<file path="config.mk">
export PLATFORM = sky130hd
export DESIGN_NAME = aspm_top
export DESIGN_NICKNAME = d
export VERILOG_FILES = /design/src/aspm_pkg.sv /design/src/aspm_majority.sv /design/src/aspm_tick_gen.sv /design/src/aspm_top.sv
export SDC_FILE = /design/constraint.sdc
export NUM_CORES = 1
export LEC_CHECK = 0
export ABC_AREA = 1
export ABC_CLOCK_PERIOD_IN_PS = 1700
export BUFFER_PORTS_ARGS = -buffer_cell sky130_fd_sc_hd__buf_2
export CAP_MARGIN = 20
export CORE_MARGIN = 2
export CORE_UTILIZATION = 56
export CTS_BUF_LIST = sky130_fd_sc_hd__clkbuf_8
export DETAILED_ROUTE_END_ITERATION = 12
export GPL_ROUTABILITY_DRIVEN = 0
export PLACE_DENSITY = 0.76
export SYNTH_ARGS = -nofsm -noshare
export SYNTH_HDL_FRONTEND = slang
export SYNTH_SLANG_ARGS = --single-unit
</file>
<file path="constraint.sdc">
create_clock -name clock -period 1.7 [get_ports clock]
set_input_delay 0.17 -clock clock [delete_from_list [all_inputs] [get_ports clock]]
set_output_delay 0.17 -clock clock [all_outputs]
set_load 0.005 [all_outputs]
</file>
<file path="src/aspm_pkg.sv">
// Purpose: Shared constants, register layout and carrier types of the async serial port.
// Assumes: 8-bit register bus with a 4-bit word address.
// Notes:   Modes 1, 2 and 3 only; mode 0 leaves the port idle.
package aspm_pkg;

    localparam int ADDR_W = 4;
    localparam int DATA_W = 8;

    // Register offsets
    localparam logic [3:0] OFS_SERIAL_CONTROL = 4'h0;
    localparam logic [3:0] OFS_SERIAL_BUFFER  = 4'h1;
    localparam logic [3:0] OFS_RATE_CONFIG    = 4'h2;
    localparam logic [3:0] OFS_PORT_STATUS    = 4'h3;

    // Mode encodings in serial_control
    localparam logic [1:0] MODE_SHIFT   = 2'h0;
    localparam logic [1:0] MODE_TEN     = 2'h1;
    localparam logic [1:0] MODE_FIXED11 = 2'h2;
    localparam logic [1:0] MODE_VAR11   = 2'h3;

    // Field positions of serial_control
    localparam int CTRL_MODE_LSB = 6;
    localparam int CTRL_MPE_BIT  = 5;
    localparam int CTRL_REN_BIT  = 4;
    localparam int CTRL_TB8_BIT  = 3;
    localparam int CTRL_RB8_BIT  = 2;
    localparam int CTRL_TI_BIT   = 1;
    localparam int CTRL_RI_BIT   = 0;

    // Field positions of rate_config
    localparam int RATE_HALF_BIT  = 0;
    localparam int RATE_SIX_BIT   = 1;
    localparam int RATE_TIMER_BIT = 2;

    // Reset values
    localparam logic [7:0] CTRL_RESET = 8'h00;
    localparam logic [7:0] RATE_RESET = 8'h00;
    localparam logic [7:0] BUF_RESET  = 8'h00;

    // Bit timing
    localparam logic [3:0] DIV16_LAST   = 4'hf;
    localparam logic [3:0] SAMPLE_FIRST = 4'h7;
    localparam logic [3:0] SAMPLE_MID   = 4'h8;
    localparam logic [3:0] SAMPLE_LAST  = 4'h9;
    localparam logic [8:0] RSR_LOAD     = 9'h1ff;
    localparam int FIXED_DIV_TWELVE_FAST = 32;
    localparam int FIXED_DIV_TWELVE_SLOW = 64;
    localparam int FIXED_DIV_SIX_FAST    = 16;
    localparam int FIXED_DIV_SIX_SLOW    = 32;
    localparam int OVERSAMPLE            = 16;

    typedef struct packed {
        logic [1:0] mode;
        logic       multiprocessor_enable;
        logic       receive_enable;
        logic       transmit_ninth_bit;
        logic       received_ninth_bit;
        logic       transmit_done_flag;
        logic       receive_done_flag;
    } aspm_ctrl_t;

    typedef struct packed {
        logic [4:0] unused;
        logic       timer_select;
        logic       six_clock_core;
        logic       half_rate;
    } aspm_rate_t;

    typedef struct packed {
        logic [ADDR_W-1:0] addr;
        logic [DATA_W-1:0] wdata;
        logic              wr;
        logic              rd;
    } aspm_bus_req_t;

    function automatic logic maj3(input logic a, input logic b, input logic c);
        maj3 = (a & b) | (a & c) | (b & c);
    endfunction

endpackage

</file>
<file path="src/aspm_majority.sv">
// Purpose: Two-of-three bit detector at counter states 7, 8 and 9.
// Assumes: phase is the receive divide-by-16 count, tick its advance pulse.
// Notes:   bit_valid pulses on the tick of state 9.
`timescale 1ns/100ps
module aspm_majority
    import aspm_pkg::*;
(
    input  wire logic       clock,
    input  wire logic       sys_rst,
    input  wire logic       tick,
    input  wire logic [3:0] phase,
    input  wire logic       line,
    output logic            bit_valid,
    output logic            bit_value
);
    logic s7_ff;
    logic s8_ff;

    always_ff @(posedge clock or posedge sys_rst)
    begin
        if (sys_rst)
        begin
            s7_ff <= 1'b1;
            s8_ff <= 1'b1;
        end
        else if (tick)
        begin
            if (phase == SAMPLE_FIRST)
                s7_ff <= line;
            if (phase == SAMPLE_MID)
                s8_ff <= line;
        end
    end

    assign bit_valid = tick && (phase == SAMPLE_LAST);
    assign bit_value = maj3(s7_ff, s8_ff, line);
endmodule

</file>
<file path="src/aspm_tick_gen.sv">
// Purpose: 16x oversampling tick from oscillator division or a timer overflow.
// Assumes: clock is the oscillator; timer overflows are one-cycle pulses.
// Notes:   Tick is registered; a one-cycle pulse, but held high every clock when the fixed-rate period is one clock.
`timescale 1ns/100ps
module aspm_tick_gen
    import aspm_pkg::*;
(
    input  wire logic       clock,
    input  wire logic       sys_rst,
    input  wire logic [1:0] mode,
    input  aspm_pkg::aspm_rate_t rate,
    input  wire logic       timer_a_ovf,
    input  wire logic       timer_b_ovf,
    output logic            tick
);
    localparam int DIV_W = 3;

    logic [DIV_W-1:0] div_ff;
    logic [DIV_W-1:0] period;
    logic             tick_ff;
    logic             nxt_tick;

    // Clocks per oversample tick = bit division / 16
    always_comb
    begin
        if (rate.six_clock_core)
            period = rate.half_rate ? DIV_W'(FIXED_DIV_SIX_SLOW / OVERSAMPLE)
                                    : DIV_W'(FIXED_DIV_SIX_FAST / OVERSAMPLE);
        else
            period = rate.half_rate ? DIV_W'(FIXED_DIV_TWELVE_SLOW / OVERSAMPLE)
                                    : DIV_W'(FIXED_DIV_TWELVE_FAST / OVERSAMPLE);
    end

    always_comb
    begin
        case (mode)
            MODE_FIXED11: nxt_tick = (div_ff == period - DIV_W'(1));
            MODE_TEN,
            MODE_VAR11:   nxt_tick = rate.timer_select ? timer_b_ovf : timer_a_ovf;
            default:      nxt_tick = 1'b0;
        endcase
    end

    always_ff @(posedge clock or posedge sys_rst)
    begin
        if (sys_rst)
            div_ff <= '0;
        else if (mode != MODE_FIXED11 || div_ff == period - DIV_W'(1))
            div_ff <= '0;
        else
            div_ff <= div_ff + DIV_W'(1);
    end

    always_ff @(posedge clock or posedge sys_rst)
    begin
        if (sys_rst)
            tick_ff <= 1'b0;
        else
            tick_ff <= nxt_tick;
    end

    assign tick = tick_ff;
endmodule

</file>
<file path="src/aspm_top.sv">
// Purpose: Async serial port, 10-bit mode and both 11-bit modes.
// Assumes: rxd and timer overflows are synchronous to clock (20 MHz oscillator).
// Notes:   Register bus: read data valid only in the cycle after the read strobe.
`timescale 1ns/100ps
module aspm_top
    import aspm_pkg::*;
(
    input  wire logic                  clock,
    input  wire logic                  sys_rst,
    input  wire logic [ADDR_W-1:0]     bus_addr,
    input  wire logic [DATA_W-1:0]     bus_wdata,
    input  wire logic                  bus_wr,
    input  wire logic                  bus_rd,
    output logic      [DATA_W-1:0]     bus_rdata,
    input  wire logic                  rxd,
    output logic                       txd,
    input  wire logic                  timer_a_ovf,
    input  wire logic                  timer_b_ovf
);
    typedef enum logic [2:0] {
        TX_IDLE,
        TX_WAIT,
        TX_START,
        TX_FIRST,
        TX_SHIFT
    } aspm_tx_state_t;

    typedef enum logic [1:0] {
        RX_IDLE,
        RX_BITS,
        RX_TAIL
    } aspm_rx_state_t;

    aspm_bus_req_t  req;
    aspm_ctrl_t     ctrl_ff;
    aspm_ctrl_t     nxt_ctrl;
    aspm_rate_t     rate_ff;
    aspm_tx_state_t tx_state_ff;
    aspm_tx_state_t nxt_tx_state;
    aspm_rx_state_t rx_state_ff;
    aspm_rx_state_t nxt_rx_state;

    logic [7:0] rx_buf_ff;
    logic [8:0] tsr_ff;
    logic [8:0] rsr_ff;
    logic [3:0] tx_cnt_ff;
    logic [3:0] rx_cnt_ff;
    logic       txd_ff;
    logic       rxd_last_ff;
    logic [7:0] rdata_ff;
    logic [7:0] nxt_rdata;

    logic       tick;
    logic       tx_roll;
    logic       bit_valid;
    logic       bit_value;
    logic       eleven;
    logic       port_on;
    logic       buf_write;
    logic       tx_last;
    logic       tx_done;
    logic       rx_edge;
    logic       rx_final;
    logic       rx_accept;

    assign req.addr  = bus_addr;
    assign req.wdata = bus_wdata;
    assign req.wr    = bus_wr;
    assign req.rd    = bus_rd;

    assign eleven    = ctrl_ff.mode[1];
    assign port_on   = ctrl_ff.mode != MODE_SHIFT;
    assign buf_write = req.wr && req.addr == OFS_SERIAL_BUFFER;

    aspm_tick_gen u_tick
    (
        .clock       (clock),
        .sys_rst     (sys_rst),
        .mode        (ctrl_ff.mode),
        .rate        (rate_ff),
        .timer_a_ovf (timer_a_ovf),
        .timer_b_ovf (timer_b_ovf),
        .tick        (tick)
    );

    aspm_majority u_maj
    (
        .clock     (clock),
        .sys_rst   (sys_rst),
        .tick      (tick),
        .phase     (rx_cnt_ff),
        .line      (rxd),
        .bit_valid (bit_valid),
        .bit_value (bit_value)
    );

    // Transmit side

    // Free-running bit clock; rollovers pace every transmit bit
    always_ff @(posedge clock or posedge sys_rst)
    begin
        if (sys_rst)
            tx_cnt_ff <= '0;
        else if (tick)
            tx_cnt_ff <= tx_cnt_ff + 4'h1;
    end

    assign tx_roll = tick && tx_cnt_ff == DIV16_LAST;

    // Marker one just left of the bit being output, only zeros above it
    assign tx_last = tsr_ff[8:2] == 7'h00 && tsr_ff[1];
    assign tx_done = tx_state_ff == TX_SHIFT && tx_roll && tx_last;

    always_comb
    begin
        nxt_tx_state = tx_state_ff;
        case (tx_state_ff)
            TX_IDLE:
                if (buf_write && port_on)
                    nxt_tx_state = TX_WAIT;
            TX_WAIT:
                if (tx_roll)
                    nxt_tx_state = TX_START;
            TX_START:
                if (tx_roll)
                    nxt_tx_state = TX_FIRST;
            TX_FIRST:
                if (tx_roll)
                    nxt_tx_state = TX_SHIFT;
            TX_SHIFT:
                if (tx_done)
                    nxt_tx_state = TX_IDLE;
            default:
                nxt_tx_state = TX_IDLE;
        endcase
        if (!port_on)
            nxt_tx_state = TX_IDLE;
    end

    always_ff @(posedge clock or posedge sys_rst)
    begin
        if (sys_rst)
            tx_state_ff <= TX_IDLE;
        else
            tx_state_ff <= nxt_tx_state;
    end

    // Writes during a frame are dropped so the frame on the line stays whole
    always_ff @(posedge clock or posedge sys_rst)
    begin
        if (sys_rst)
            tsr_ff <= '0;
        else if (tx_state_ff == TX_IDLE && buf_write)
        begin
            if (eleven)
                tsr_ff <= {ctrl_ff.transmit_ninth_bit, req.wdata};
            else
                tsr_ff <= {1'b1, req.wdata};
        end
        else if (tx_roll && tx_state_ff == TX_FIRST)
            tsr_ff <= {eleven, tsr_ff[8:1]};
        else if (tx_roll && tx_state_ff == TX_SHIFT)
            tsr_ff <= {1'b0, tsr_ff[8:1]};
    end

    // Line: idle high, start low, then shifter output; LSB leaves first
    always_ff @(posedge clock or posedge sys_rst)
    begin
        if (sys_rst)
            txd_ff <= 1'b1;
        else if (nxt_tx_state == TX_START)
            txd_ff <= 1'b0;
        else if (nxt_tx_state == TX_FIRST || nxt_tx_state == TX_SHIFT)
            txd_ff <= tx_roll ? ((tx_state_ff == TX_START) ? tsr_ff[0] : tsr_ff[1])
                              : tsr_ff[0];
        else
            txd_ff <= 1'b1;
    end

    // Receive side

    always_ff @(posedge clock or posedge sys_rst)
    begin
        if (sys_rst)
            rxd_last_ff <= 1'b1;
        else if (tick)
            rxd_last_ff <= rxd;
    end

    // Edge search only at the 16x sample instants
    assign rx_edge = rx_state_ff == RX_IDLE && tick && rxd_last_ff && !rxd
                     && ctrl_ff.receive_enable && port_on;

    always_ff @(posedge clock or posedge sys_rst)
    begin
        if (sys_rst)
            rx_cnt_ff <= '0;
        else if (rx_edge)
            rx_cnt_ff <= '0;
        else if (tick)
            rx_cnt_ff <= rx_cnt_ff + 4'h1;
    end

    // Start bit has reached the far end of the input shifter
    assign rx_final  = rx_state_ff == RX_BITS && bit_valid && !rsr_ff[0];
    assign rx_accept = rx_final && !ctrl_ff.receive_done_flag
                       && (!ctrl_ff.multiprocessor_enable || bit_value);

    always_comb
    begin
        nxt_rx_state = rx_state_ff;
        case (rx_state_ff)
            RX_IDLE:
                if (rx_edge)
                    nxt_rx_state = RX_BITS;
            RX_BITS:
                if (bit_valid)
                begin
                    if (rsr_ff == RSR_LOAD && bit_value)
                        nxt_rx_state = RX_IDLE;
                    else if (rx_final)
                        nxt_rx_state = eleven ? RX_TAIL : RX_IDLE;
                end
            RX_TAIL:
                if (bit_valid)
                    nxt_rx_state = RX_IDLE;
            default:
                nxt_rx_state = RX_IDLE;
        endcase
        if (!port_on || !ctrl_ff.receive_enable)
            nxt_rx_state = RX_IDLE;
    end

    always_ff @(posedge clock or posedge sys_rst)
    begin
        if (sys_rst)
            rx_state_ff <= RX_IDLE;
        else
            rx_state_ff <= nxt_rx_state;
    end

    // Bits enter at the top; the loaded ones drain out at the bottom
    always_ff @(posedge clock or posedge sys_rst)
    begin
        if (sys_rst)
            rsr_ff <= RSR_LOAD;
        else if (rx_edge)
            rsr_ff <= RSR_LOAD;
        else if (rx_state_ff == RX_BITS && bit_valid)
            rsr_ff <= {bit_value, rsr_ff[8:1]};
    end

    always_ff @(posedge clock or posedge sys_rst)
    begin
        if (sys_rst)
            rx_buf_ff <= BUF_RESET;
        else if (rx_accept)
            rx_buf_ff <= rsr_ff[8:1];
    end

    // Registers

    // Hardware sets beat a software clear in the same cycle
    always_comb
    begin
        nxt_ctrl = ctrl_ff;
        if (req.wr && req.addr == OFS_SERIAL_CONTROL)
            nxt_ctrl = aspm_ctrl_t'(req.wdata);
        if (tx_done)
            nxt_ctrl.transmit_done_flag = 1'b1;
        if (rx_accept)
        begin
            nxt_ctrl.receive_done_flag  = 1'b1;
            nxt_ctrl.received_ninth_bit = bit_value;
        end
    end

    always_ff @(posedge clock or posedge sys_rst)
    begin
        if (sys_rst)
            ctrl_ff <= aspm_ctrl_t'(CTRL_RESET);
        else
            ctrl_ff <= nxt_ctrl;
    end

    always_ff @(posedge clock or posedge sys_rst)
    begin
        if (sys_rst)
            rate_ff <= aspm_rate_t'(RATE_RESET);
        else if (req.wr && req.addr == OFS_RATE_CONFIG)
            rate_ff <= aspm_rate_t'({5'h00, req.wdata[2:0]});
    end

    always_comb
    begin
        nxt_rdata = 8'h00;
        if (req.rd)
        begin
            case (req.addr)
                OFS_SERIAL_CONTROL: nxt_rdata = ctrl_ff;
                OFS_SERIAL_BUFFER:  nxt_rdata = rx_buf_ff;
                OFS_RATE_CONFIG:    nxt_rdata = rate_ff;
                OFS_PORT_STATUS:    nxt_rdata = {5'h00, rx_state_ff != RX_IDLE,
                                                 tx_state_ff != TX_IDLE, rxd};
                default:            nxt_rdata = 8'h00;
            endcase
        end
    end

    // Read data stand for exactly one cycle
    always_ff @(posedge clock or posedge sys_rst)
    begin
        if (sys_rst)
            rdata_ff <= 8'h00;
        else
            rdata_ff <= nxt_rdata;
    end

    assign bus_rdata = rdata_ff;
    assign txd       = txd_ff;
endmodule
</file>
==> results of run 1 <==
-- per-layer routing --
metal / GRT usage (%) / part of all wire (%) / vias to the layer above
met4: 11.3 / 2.8 / 0
li1: - / - / 1321
met5: 0 / 0 / -
met2: 35.5 / 46 / 52
met1: 31.3 / 47 / 1237
met3: 6.15 / 3.9 / 17
-- critical path, cell delays in order (launching register included) --
cell and delay [ps]:
sky130_fd_sc_hd__dfstp_2 550, sky130_fd_sc_hd__nand2_1 70, sky130_fd_sc_hd__a21oi_2 180, sky130_fd_sc_hd__inv_1 90, sky130_fd_sc_hd__a21oi_2 190, sky130_fd_sc_hd__nand2_4 180, sky130_fd_sc_hd__nand2_1 130, sky130_fd_sc_hd__o21ai_2 60
-- what timing repair did --
action | 4_1_cts | 5_1_grt
resized for setup | 0 | 1
endpoints found under the setup margin | 0 | 9
endpoints found under the hold margin | 14 | 0
hold buffers | 1 | 0
-- layout make-up --
class                           instances  area, sq um
Clock buffer                           10          138
Clock inverter                          6         26.3
Fill cell                             476         2050
Inverter                               59          225
Multi-Input combinational cell        247         1440
Sequential cell                        66         1670
Tap cell                               75         93.8
Timing Repair Buffer                   38          245
-- stage by stage --
step | std cells | setup slack (ps) | instance area, sq um | utilization, %
2_1_floorplan | 379 | 197 | 3390 | -
3_3_place_gp | 483 | 141 | 3650 | 62.0
3_5_place_dp | 483 | 91.4 | 3650 | 62.0
4_1_cts | 500 | 81.6 | 3820 | 65.0
5_1_grt | 501 | 1.51 | 3830 | 65.2
6_report | 501 | 138 | 3830 | 65.2
-- layout by cell type, fill, tap and decap left out, types with 4 or more instances in the layout --
| cell type | netlist | final |
|---|---|---|
| sky130_fd_sc_hd__buf_4 | 0 | 8 |
| sky130_fd_sc_hd__nor3_1 | 4 | 4 |
| sky130_fd_sc_hd__clkbuf_8 | 0 | 10 |
| sky130_fd_sc_hd__o21ai_1 | 10 | 10 |
| sky130_fd_sc_hd__dfstp_2 | 13 | 13 |
| sky130_fd_sc_hd__inv_1 | 54 | 56 |
| sky130_fd_sc_hd__a21oi_1 | 11 | 11 |
| sky130_fd_sc_hd__nand2_1 | 86 | 86 |
| sky130_fd_sc_hd__o211ai_1 | 11 | 11 |
| sky130_fd_sc_hd__nor2_1 | 30 | 30 |
| sky130_fd_sc_hd__o21ai_2 | 10 | 10 |
| sky130_fd_sc_hd__dfrtp_1 | 53 | 52 |
| sky130_fd_sc_hd__buf_2 | 3 | 27 |
| sky130_fd_sc_hd__ha_1 | 5 | 5 |
| sky130_fd_sc_hd__inv_2 | 4 | 4 |
| sky130_fd_sc_hd__o211ai_2 | 10 | 10 |
| sky130_fd_sc_hd__nand3_1 | 16 | 16 |
| sky130_fd_sc_hd__nand4_1 | 6 | 6 |
| sky130_fd_sc_hd__xnor2_1 | 4 | 4 |
| sky130_fd_sc_hd__o21ai_0 | 10 | 10 |
-- path summary, 6_finish.rpt --
check,startpoint,endpoint,slack [ps]
max,u_maj.s7_ff,rx_buf_ff[0],140
min,bus_wdata[3],ctrl_ff[3],70
max reg2reg,u_maj.s7_ff,rx_buf_ff[0],140
min reg2reg,rx_buf_ff[5],rx_buf_ff[5],480
max in group asynchronous,sys_rst,txd,710
min in group asynchronous,sys_rst,rx_state_ff[0],430
-- cells by family (layout without fill, tap and decap cells) --
group	after synthesis	in the layout	share of synthesized area, %
AND/OR/NAND/NOR	161	162	22.9
XOR/XNOR	6	6	1.55
AO/OA/AOI/OAI	74	74	15.8
adder cells (fa/ha/maj)	5	5	1.85
flip-flops	66	66	49.2
buffers and inverters	67	113	8.67
-- registers in the layout (all words and copies together), names as in the netlist --
name,count
rate_ff,3
tx_state_ff,3
rsr_ff,9
tx_cnt_ff,4
rx_state_ff,2
bus_rdata,8
u_maj.s7_ff,1
rx_buf_ff,8
tsr_ff,9
txd,1
rxd_last_ff,1
u_tick.tick,1
u_tick.div_ff,3
u_maj.s8_ff,1
ctrl_ff,8
rx_cnt_ff,4
-- power by group through the flow --
stage	Combinational, mW	Clock, mW	Sequential (mW)
after floorplan	0.620	0	2.01
after global placement	0.797	0	2.04
after detailed placement	0.831	0	2.05
after CTS	0.839	1.14	2.03
after global routing	0.951	1.22	2.07
final	0.829	1.13	2.03
==> impl_results.md, run 1 <==
* Final count of pins violating max slew at 0
* Pin count of the biggest net entering global routing at 26
* Number of distinct library cell variants in the gate-level netlist after synthesis at 41
* Cell internal power dissipation at 2.71 mW
* Register area share after synthesis at 49.2%
* GRT Util Overall at 23.4%
* Worst hold stages at 3
* Post-synthesis to final-layout area growth at 13.1%
* Area fraction of the dominant cell type after synthesis at 39.1%
* Synthesized flop and latch total at 66
* Count of max-cap constraint violations at 0
* Most frequently used cell type in the post-synthesis netlist: sky130_fd_sc_hd__nand2_1
* Antenna Violating Nets Remaining at 0
* Post-route worst hold slack at 73.5 ps
* Clk pwr share at 28.3%
* RSZ-0062 raised after global routing: no
* Setup tns final at 0 ps
* Library cell with the largest summed area after synthesis: sky130_fd_sc_hd__dfrtp_1
* Antenna violations before repair at 0
* Status: complete, no violations
* Maximum clock insertion buffer count at 2
* H-tree levels at 3
* Remaining global-route overflow at 0
* Dominant cells by area after synthesis: sky130_fd_sc_hd__dfrtp_1 (39%), sky130_fd_sc_hd__dfstp_2 (10%), sky130_fd_sc_hd__nand2_1 (9.5%)
* Slew margin rel. at 61.6%
* Drt via density at 5.24
* Number of enable flip-flop cells after synthesis at 0
* Required time of the critical path at 1940 ps
* Final Hold Vio Count at 0
* Synth async-reset ratio at 100%
* First-pass GRT wire length at 11600 um
* Most frequently used flop master after synthesis: sky130_fd_sc_hd__dfrtp_1
* Number of buffers inserted during clock tree synthesis at 9
* Clk Tree Root Cell: sky130_fd_sc_hd__clkbuf_8
* Cell row count at 28
* Total number of yosys warnings at 0
* Overall die width at 81.8 um
* Worst clock skew on the final layout at 6.89 ps
* PD cells at 1040 nW/um^2
* Final critical-path share of the clock period at 91.9%
* Die area at 6690 sq um
* Mean instance size in the synthesized netlist at 8.94 sq um
* Clock tree from TritonCTS: yes
* Initial Utilization at 57.6%
* Die Y at 81.8 um
* Net count after synthesis at 403
* Worst min-delay path category: in2reg
* Count of antenna diodes in the layout at 0
* Worst vdd rail ir drop at 0.605 mV
* Setup Fix Bufs, Post-CTS at 0
* Total number of nets in the final design at 445
* Proportion of total power due to net switching at 32.2%
* Insertion delay of the later-clocked pin in the worst-skew pair at 350 ps
* Post-synthesis cell area at 3390 sq um
* Number of setup violations in the final report at 0
* Clock Pin Slew Worst Setup and Hold Paths at 70 ps
* CTS Sinks at 66
* Type of the setup path with the least slack: reg2reg
* Total power at 3.99 mW
* Switching power total at 1.28 mW
* Via count at 2627
* Element type at the critical path start: register
* Nature of the critical path endpoint: register
* Top post-synthesis cells by count: sky130_fd_sc_hd__nand2_1 (86), sky130_fd_sc_hd__inv_1 (54), sky130_fd_sc_hd__dfrtp_1 (53)
* Achievable Freq at 640 MHz
* Worst-margin pin slew at 575 ps
* Maximum fanout along the worst path at 18
* Number of I/O port buffers at 27
* Pleak at 2.07 nW
* Routed wire per std cell at 13.9 um
* Remaining DRCs at 0
* Layout cell share with drive strength beyond 1 at 25.6%
* Number of cells on the worst reg-to-reg path at 7
* I/O pin count at 28
* Synth Instances at 379
* Vias in the first global route at 2516
* Initial DRC count at 130
* Core region area at 5890 sq um
* Combinational group share of total power at 20.8%
* Pre-antenna DRT Iters at 4
* Flop pwr share at 50.9%
* Arrival time of the worst setup path at 1800 ps
* WL final at 6960 um
* Final critical-path required period at 1560 ps
* HPWL after detailed placement at 5010 um
(Power assumes the default switching activity.)
==> run 2, diff against run 1 <==
--- a/config.mk
+++ b/config.mk
@@ -6,7 +6,7 @@
 export NUM_CORES = 1
 export LEC_CHECK = 0
 export ABC_AREA = 1
-export ABC_CLOCK_PERIOD_IN_PS = 1700
+export ABC_CLOCK_PERIOD_IN_PS = 1280
 export BUFFER_PORTS_ARGS = -buffer_cell sky130_fd_sc_hd__buf_2
 export CAP_MARGIN = 20
 export CORE_MARGIN = 2
==> constraint.sdc (replaced) <==
create_clock -name clock -period 1.28 [get_ports clock]
set_input_delay 0.128 -clock clock [delete_from_list [all_inputs] [get_ports clock]]
set_output_delay 0.128 -clock clock [all_outputs]
set_load 0.005 [all_outputs]
==> run 2 against run 1 <==
The run now ends with negative setup slack left; count of clock-buffer cells in the layout up 2; clock power up 61%; utilization grew 15 points; global-route usage up 6.9 points; sequential cell count is the same; combinational power rose to 2.7 times the previous value; critical path type unchanged; highest routed layer unchanged.
==> impl_results.md, run 2 (synthesis results as in run 1) <==
* Status: complete, but fails checks
* Failing checks: negative setup slack
* Cell row count at 28
* Final Hold Vio Count at 0
* Launch point of the worst hold path: bus_wdata[1]
* Final critical-path share of the clock period at 121%
* H-tree levels at 3
* Leading cell type in the layout, fill and taps excluded: sky130_fd_sc_hd__nand2_1
* Number of cells on the worst reg-to-reg path at 8
* Placed instance area at 3950 sq um
* CTS Sinks at 66
* Worst min-delay path category: in2reg
* Total number of cells along the worst setup path at 8
* Fill cells at 341
* Slew margin rel. at 76.2%
* Initial DRC count at 274
* Achievable Freq at 646 MHz
* Clock tree from TritonCTS: yes
* Total number of nets in the final design at 505
* Worst r2r dst: rx_buf_ff[5]
* PD cells at 1440 nW/um^2
* Number of I/O port buffers at 27
* Pleak at 2.43 nW
* Arrival time of the worst setup path at 1780 ps
* Element type at the critical path start: register
* Vias in the first global route at 3101
* Critical-path cell with the highest stage delay: sky130_fd_sc_hd__dfstp_2
* CP top delay family: flip-flops
* Commonest cells after routing, fill and taps aside: sky130_fd_sc_hd__nand2_1 (62), sky130_fd_sc_hd__dfrtp_1 (51), sky130_fd_sc_hd__buf_4 (50)
* Setup WS post-layout at -267 ps
* Overall die width at 81.8 um
* Count of max-cap constraint violations at 0
* Number of buffers inserted during clock tree synthesis at 9
* Initial Utilization at 57.6%
* Required time of the critical path at 1510 ps
* Maximum cell stage delay along the critical path at 560 ps
* Die Y at 81.8 um
* Clock Pin Slew Worst Setup and Hold Paths at 70 ps
* Buffers & Inverters on Critical Path at 2
* Die area at 6690 sq um
* Count of antenna diodes in the layout at 0
* Final count of pins violating max slew at 0
* Largest registers: rsr_ff x9, tsr_ff x9
* Antenna Violating Nets Remaining at 0
* Remaining global-route overflow at 0
* Maximum fanout along the worst path at 5
* Pre-antenna DRT Iters at 5
* Hold Crit Endpoint: tsr_ff[1]
* Number of placed cells counting well taps at 520
* Remaining DRCs at 0
* Worst hold stages at 3
* Insertion delay of the later-clocked pin in the worst-skew pair at 340 ps
* Clk Tree Root Cell: sky130_fd_sc_hd__clkbuf_8
* Via count at 3193
* Final critical-path required period at 1550 ps
* Core utilization of the finished layout at 80.0%
* Non-Filler Instances at 561
* Layout cell share with drive strength beyond 1 at 45.5%
* Core region area at 5890 sq um
* Antenna violations before repair at 0
* Total power at 6.78 mW
* Type of the setup path with the least slack: reg2reg
* Beginning of the worst register-to-register path: u_maj.s8_ff
* WL final at 9920 um
* First-pass GRT wire length at 15000 um
* RSZ-0062 raised after global routing: yes
* Dpl ws at -289 ps
* Worst vdd rail ir drop at 0.830 mV
* Worst-margin pin slew at 353 ps
* I/O pin count at 28
* Cells traversed along the worst timing path: nand2_2, a21oi_4, inv_2, a21oi_4, buf_12, nand2_8, nand2_2, o21ai_2
* HPWL after detailed placement at 5620 um
* Nature of the critical path endpoint: register
* Pin count of the biggest net entering global routing at 58
* Area of all placed cells without fillers at 4710 sq um
* Post-synthesis to final-layout area growth at 38.9%
* Drt via density at 5.69
* Maximum clock insertion buffer count at 2
* Number of setup violations in the final report at 37
* Register-to-register setup slack at -270 ps
* Routed wire per std cell at 17.7 um
* GRT Util Overall at 30.3%
* Worst clock skew on the final layout at 5.58 ps
run 2: through the flow:
stage	hold WS, ps	TNS [ps]
final	59.6	-5880
after global routing	56.6	-7980
after CTS	33.4	-4340
after detailed placement	86.8	-6400
after global placement	75.9	-4930
after floorplan	258	-1890
run 2: power by group:
part	total, mW	switching, mW	internal, mW
Combinational	2.27	1.19	1.07
Sequential	2.70	0.259	2.44
Clock	1.82	0.781	1.04
Total	6.78	2.23	4.55
run 2: per-layer routing:
metal  vias up  share of wire, %  GRT usage, %  wire length [um]
li1       1454                 -             -                 -
met1      1570                40          39.1              4000
met2       125                49          49.5              4890
met3        44               5.8          5.71               573
met4         0               4.6          14.0               452
met5         -                 0             0                 0
run 2: worst max-delay path by stage:
stage / start / end / slack (ps)
6_report: u_maj.s8_ff / rx_buf_ff[5] / -270
5_1_grt: u_maj.s7_ff / ctrl_ff[2] / -330
4_1_cts: rx_cnt_ff[1] / rx_buf_ff[4] / -200
3_5_place_dp: u_maj.s8_ff / rx_buf_ff[4] / -290
3_3_place_gp: u_maj.s7_ff / rx_buf_ff[7] / -220
2_1_floorplan: u_maj.s7_ff / ctrl_ff[2] / -160
run 2: cell type report:
| type | instances | area [sq um] | area share, % |
|---|---|---|---|
| Timing Repair Buffer | 94 | 718 | 15.2 |
| Tap cell | 75 | 93.8 | 1.99 |
| Inverter | 59 | 243 | 5.15 |
| Clock buffer | 12 | 165 | 3.51 |
| Sequential cell | 66 | 1670 | 35.5 |
| Multi-Input combinational cell | 250 | 1770 | 37.6 |
| Timing Repair inverter | 1 | 7.51 | 0.159 |
| Clock inverter | 4 | 42.5 | 0.903 |
run 2: timing repair:
action	4_1_cts	5_1_grt
pin swaps	20	23
setup endpoints to repair	39	42
hold endpoints to repair	9	0
hold buffers	1	0
resized for setup	61	39
setup buffers	14	11
cloned	5	0
run 2: worst register-to-register path, stage by stage, from the launching register on:
cell	delay, ps
sky130_fd_sc_hd__dfstp_2	560
sky130_fd_sc_hd__nand2_2	70
sky130_fd_sc_hd__a21oi_4	190
sky130_fd_sc_hd__inv_2	80
sky130_fd_sc_hd__a21oi_4	160
sky130_fd_sc_hd__buf_12	170
sky130_fd_sc_hd__nand2_8	90
sky130_fd_sc_hd__nand2_2	80
sky130_fd_sc_hd__o21ai_2	50
==> run 3, diff against run 2 <==
--- a/config.mk
+++ b/config.mk
@@ -10,11 +10,11 @@
 export BUFFER_PORTS_ARGS = -buffer_cell sky130_fd_sc_hd__buf_2
 export CAP_MARGIN = 20
 export CORE_MARGIN = 2
-export CORE_UTILIZATION = 56
+export CORE_UTILIZATION = 30
 export CTS_BUF_LIST = sky130_fd_sc_hd__clkbuf_8
 export DETAILED_ROUTE_END_ITERATION = 12
 export GPL_ROUTABILITY_DRIVEN = 0
-export PLACE_DENSITY = 0.76
+export PLACE_DENSITY_LB_ADDON = 0.1
 export SYNTH_ARGS = -nofsm -noshare
 export SYNTH_HDL_FRONTEND = slang
 export SYNTH_SLANG_ARGS = --single-unit
==> constraint.sdc (replaced) <==
create_clock -name clock -period 1.28 [get_ports clock]
set_input_delay 0.128 -clock clock [delete_from_list [all_inputs] [get_ports clock]]
set_output_delay 0.128 -clock clock [all_outputs]
set_load 0.1 [all_outputs]
==> run 3 against run 2 <==
First-iteration DRC count is 50% lower; critical path type unchanged; die area up 82%; clock skew up 6.9 ps; register-to-register slack better by 30 ps; total power up 0.23%; the flow still finishes with violations (negative setup slack); count of clock-buffer cells in the layout down 3; worst setup slack better by 30 ps; maximum frequency increased by 2.0%; critical path depth did not move; sequential share of layout area shrank 1.3 points.
==> impl_results.md, run 3 (synthesis results as in run 1) <==
* Status: complete, but fails checks
* Failing checks: negative setup slack
* Pre-antenna DRT Iters at 4
* Critical-path cell with the highest stage delay: sky130_fd_sc_hd__dfstp_2
* Number of I/O port buffers at 27
* Antenna violations before repair at 0
* Final critical-path required period at 1520 ps
* HPWL after detailed placement at 5990 um
* H-tree levels at 3
* Final critical-path share of the clock period at 118%
* CTS Sinks at 66
* Required time of the critical path at 1530 ps
* I/O pin count at 28
* Clk Tree Root Cell: sky130_fd_sc_hd__clkbuf_8
* Pleak at 2.52 nW
* Maximum fanout along the worst path at 5
* Achievable Freq at 659 MHz
* Initial DRC count at 137
* Remaining DRCs at 0
* WL final at 8520 um
* Buffers & Inverters on Critical Path at 2
* Pin count of the biggest net entering global routing at 41
* Initial Utilization at 31.0%
* Antenna Violating Nets Remaining at 0
* Number of setup violations in the final report at 24
* Number of buffers inserted during clock tree synthesis at 9
* Maximum cell stage delay along the critical path at 550 ps
* Element type at the critical path start: register
* Arrival time of the worst setup path at 1760 ps
* Core utilization of the finished layout at 44.7%
* Overall die width at 110 um
* Via count at 2865
* Clock tree from TritonCTS: yes
* Remaining global-route overflow at 0
* Final Hold Vio Count at 0
* Largest registers: rsr_ff x9, tsr_ff x9
* Worst clock skew on the final layout at 12.4 ps
* Count of antenna diodes in the layout at 0
* Layout cell share with drive strength beyond 1 at 44.7%
* Count of max-cap constraint violations at 0
* Commonest cells after routing, fill and taps aside: sky130_fd_sc_hd__nand2_1 (75), sky130_fd_sc_hd__buf_4 (62), sky130_fd_sc_hd__dfrtp_1 (51)
* Total number of nets in the final design at 518
* Maximum clock insertion buffer count at 2
* Total power at 6.80 mW
* Vias in the first global route at 2835
* Type of the setup path with the least slack: reg2reg
* Nature of the critical path endpoint: register
* Cells traversed along the worst timing path: nand2_2, a21oi_2, inv_2, a21oi_4, buf_6, nand2_8, nand2_1, o21ai_2
* PD cells at 1390 nW/um^2
* Drt via density at 4.48
* Area of all placed cells without fillers at 4890 sq um
* Worst min-delay path category: in2reg
* First-pass GRT wire length at 14000 um
* Worst-margin pin slew at 490 ps
* Clock Pin Slew Worst Setup and Hold Paths at 80 ps
* GRT Util Overall at 15.5%
* Setup WS post-layout at -237 ps
* RSZ-0062 raised after global routing: yes
* Insertion delay of the later-clocked pin in the worst-skew pair at 360 ps
* CP top delay family: flip-flops
* Leading cell type in the layout, fill and taps excluded: sky130_fd_sc_hd__nand2_1
* Post-synthesis to final-layout area growth at 44.2%
* Routed wire per std cell at 13.3 um
* Core region area at 10900 sq um
* Die Y at 110 um
* Die area at 12200 sq um
* Placed instance area at 4200 sq um
* Slew margin rel. at 67.6%
* Final count of pins violating max slew at 0
* Cell row count at 38
* Worst vdd rail ir drop at 0.732 mV
run 3: changes by cell type in the layout (fill, tap and decap cells not counted), sizes merged:
cell	before	now
bufinv	1	3
clkinvlp	2	1
clkbuf	12	11
clkinv	2	5
buf	93	105
inv	59	57
run 3: path summary, 6_finish.rpt:
path	from	end	slack, ps	cells after the start
max	u_maj.s8_ff	rx_buf_ff[3]	-240	8
min	bus_wdata[3]	ctrl_ff[3]	40	3
max reg2reg	u_maj.s8_ff	rx_buf_ff[3]	-240	8
min reg2reg	u_tick.div_ff[0]	u_tick.div_ff[0]	490	1
max in group asynchronous	sys_rst	bus_rdata[1]	500	4
min in group asynchronous	sys_rst	tsr_ff[5]	280	3
run 3: worst register-to-register path: cells and delay by family (launching register included):
kind / cells / cell delay (ps)
compound gates: 3 / 440
buf+inv: 2 / 220
flops: 1 / 550
simple gates: 3 / 190
run 3: metal layers:
metal / GRT usage [%] / routed length (um)
met1: 21.0 / 4090
met2: 23.8 / 4010
met3: 3.88 / 283
met4: 5.89 / 142
met5: 0 / 0
run 3: cell type report:
class | instances | area (sq um)
repair buffers | 108 | 897
clock inverters | 7 | 118
inverters | 59 | 233
multi-input cells | 250 | 1670
well taps | 140 | 175
flip-flops and latches | 66 | 1670
fillers | 1122 | 6050
clock buffers | 9 | 124
run 3: per-stage QoR:
step	worst slack, ps	TNS (ps)	instances	hold slack (ps)
global route	-271	-5870	639	38.7
detailed placement	-225	-5160	599	115
finish	-237	-3790	639	37.6
floorplan	-163	-1890	379	258
global placement	-174	-4610	599	112
CTS	-172	-3810	631	22.6
run 3: power breakdown:
part	internal (mW)	switching, mW
Sequential	2.43	0.246
Combinational	0.964	0.998
Clock	1.29	0.865
Total	4.69	2.11
run 3: timing repair:
| action | 4_1_cts | 5_1_grt |
|---|---|---|
| pin swaps | 21 | 22 |
| setup endpoints to repair | 38 | 41 |
| resized for setup | 44 | 27 |
| setup buffers | 10 | 11 |
| endpoints found under the hold margin | 14 | 0 |
| hold buffers | 1 | 0 |
| cloned | 5 | 0 |
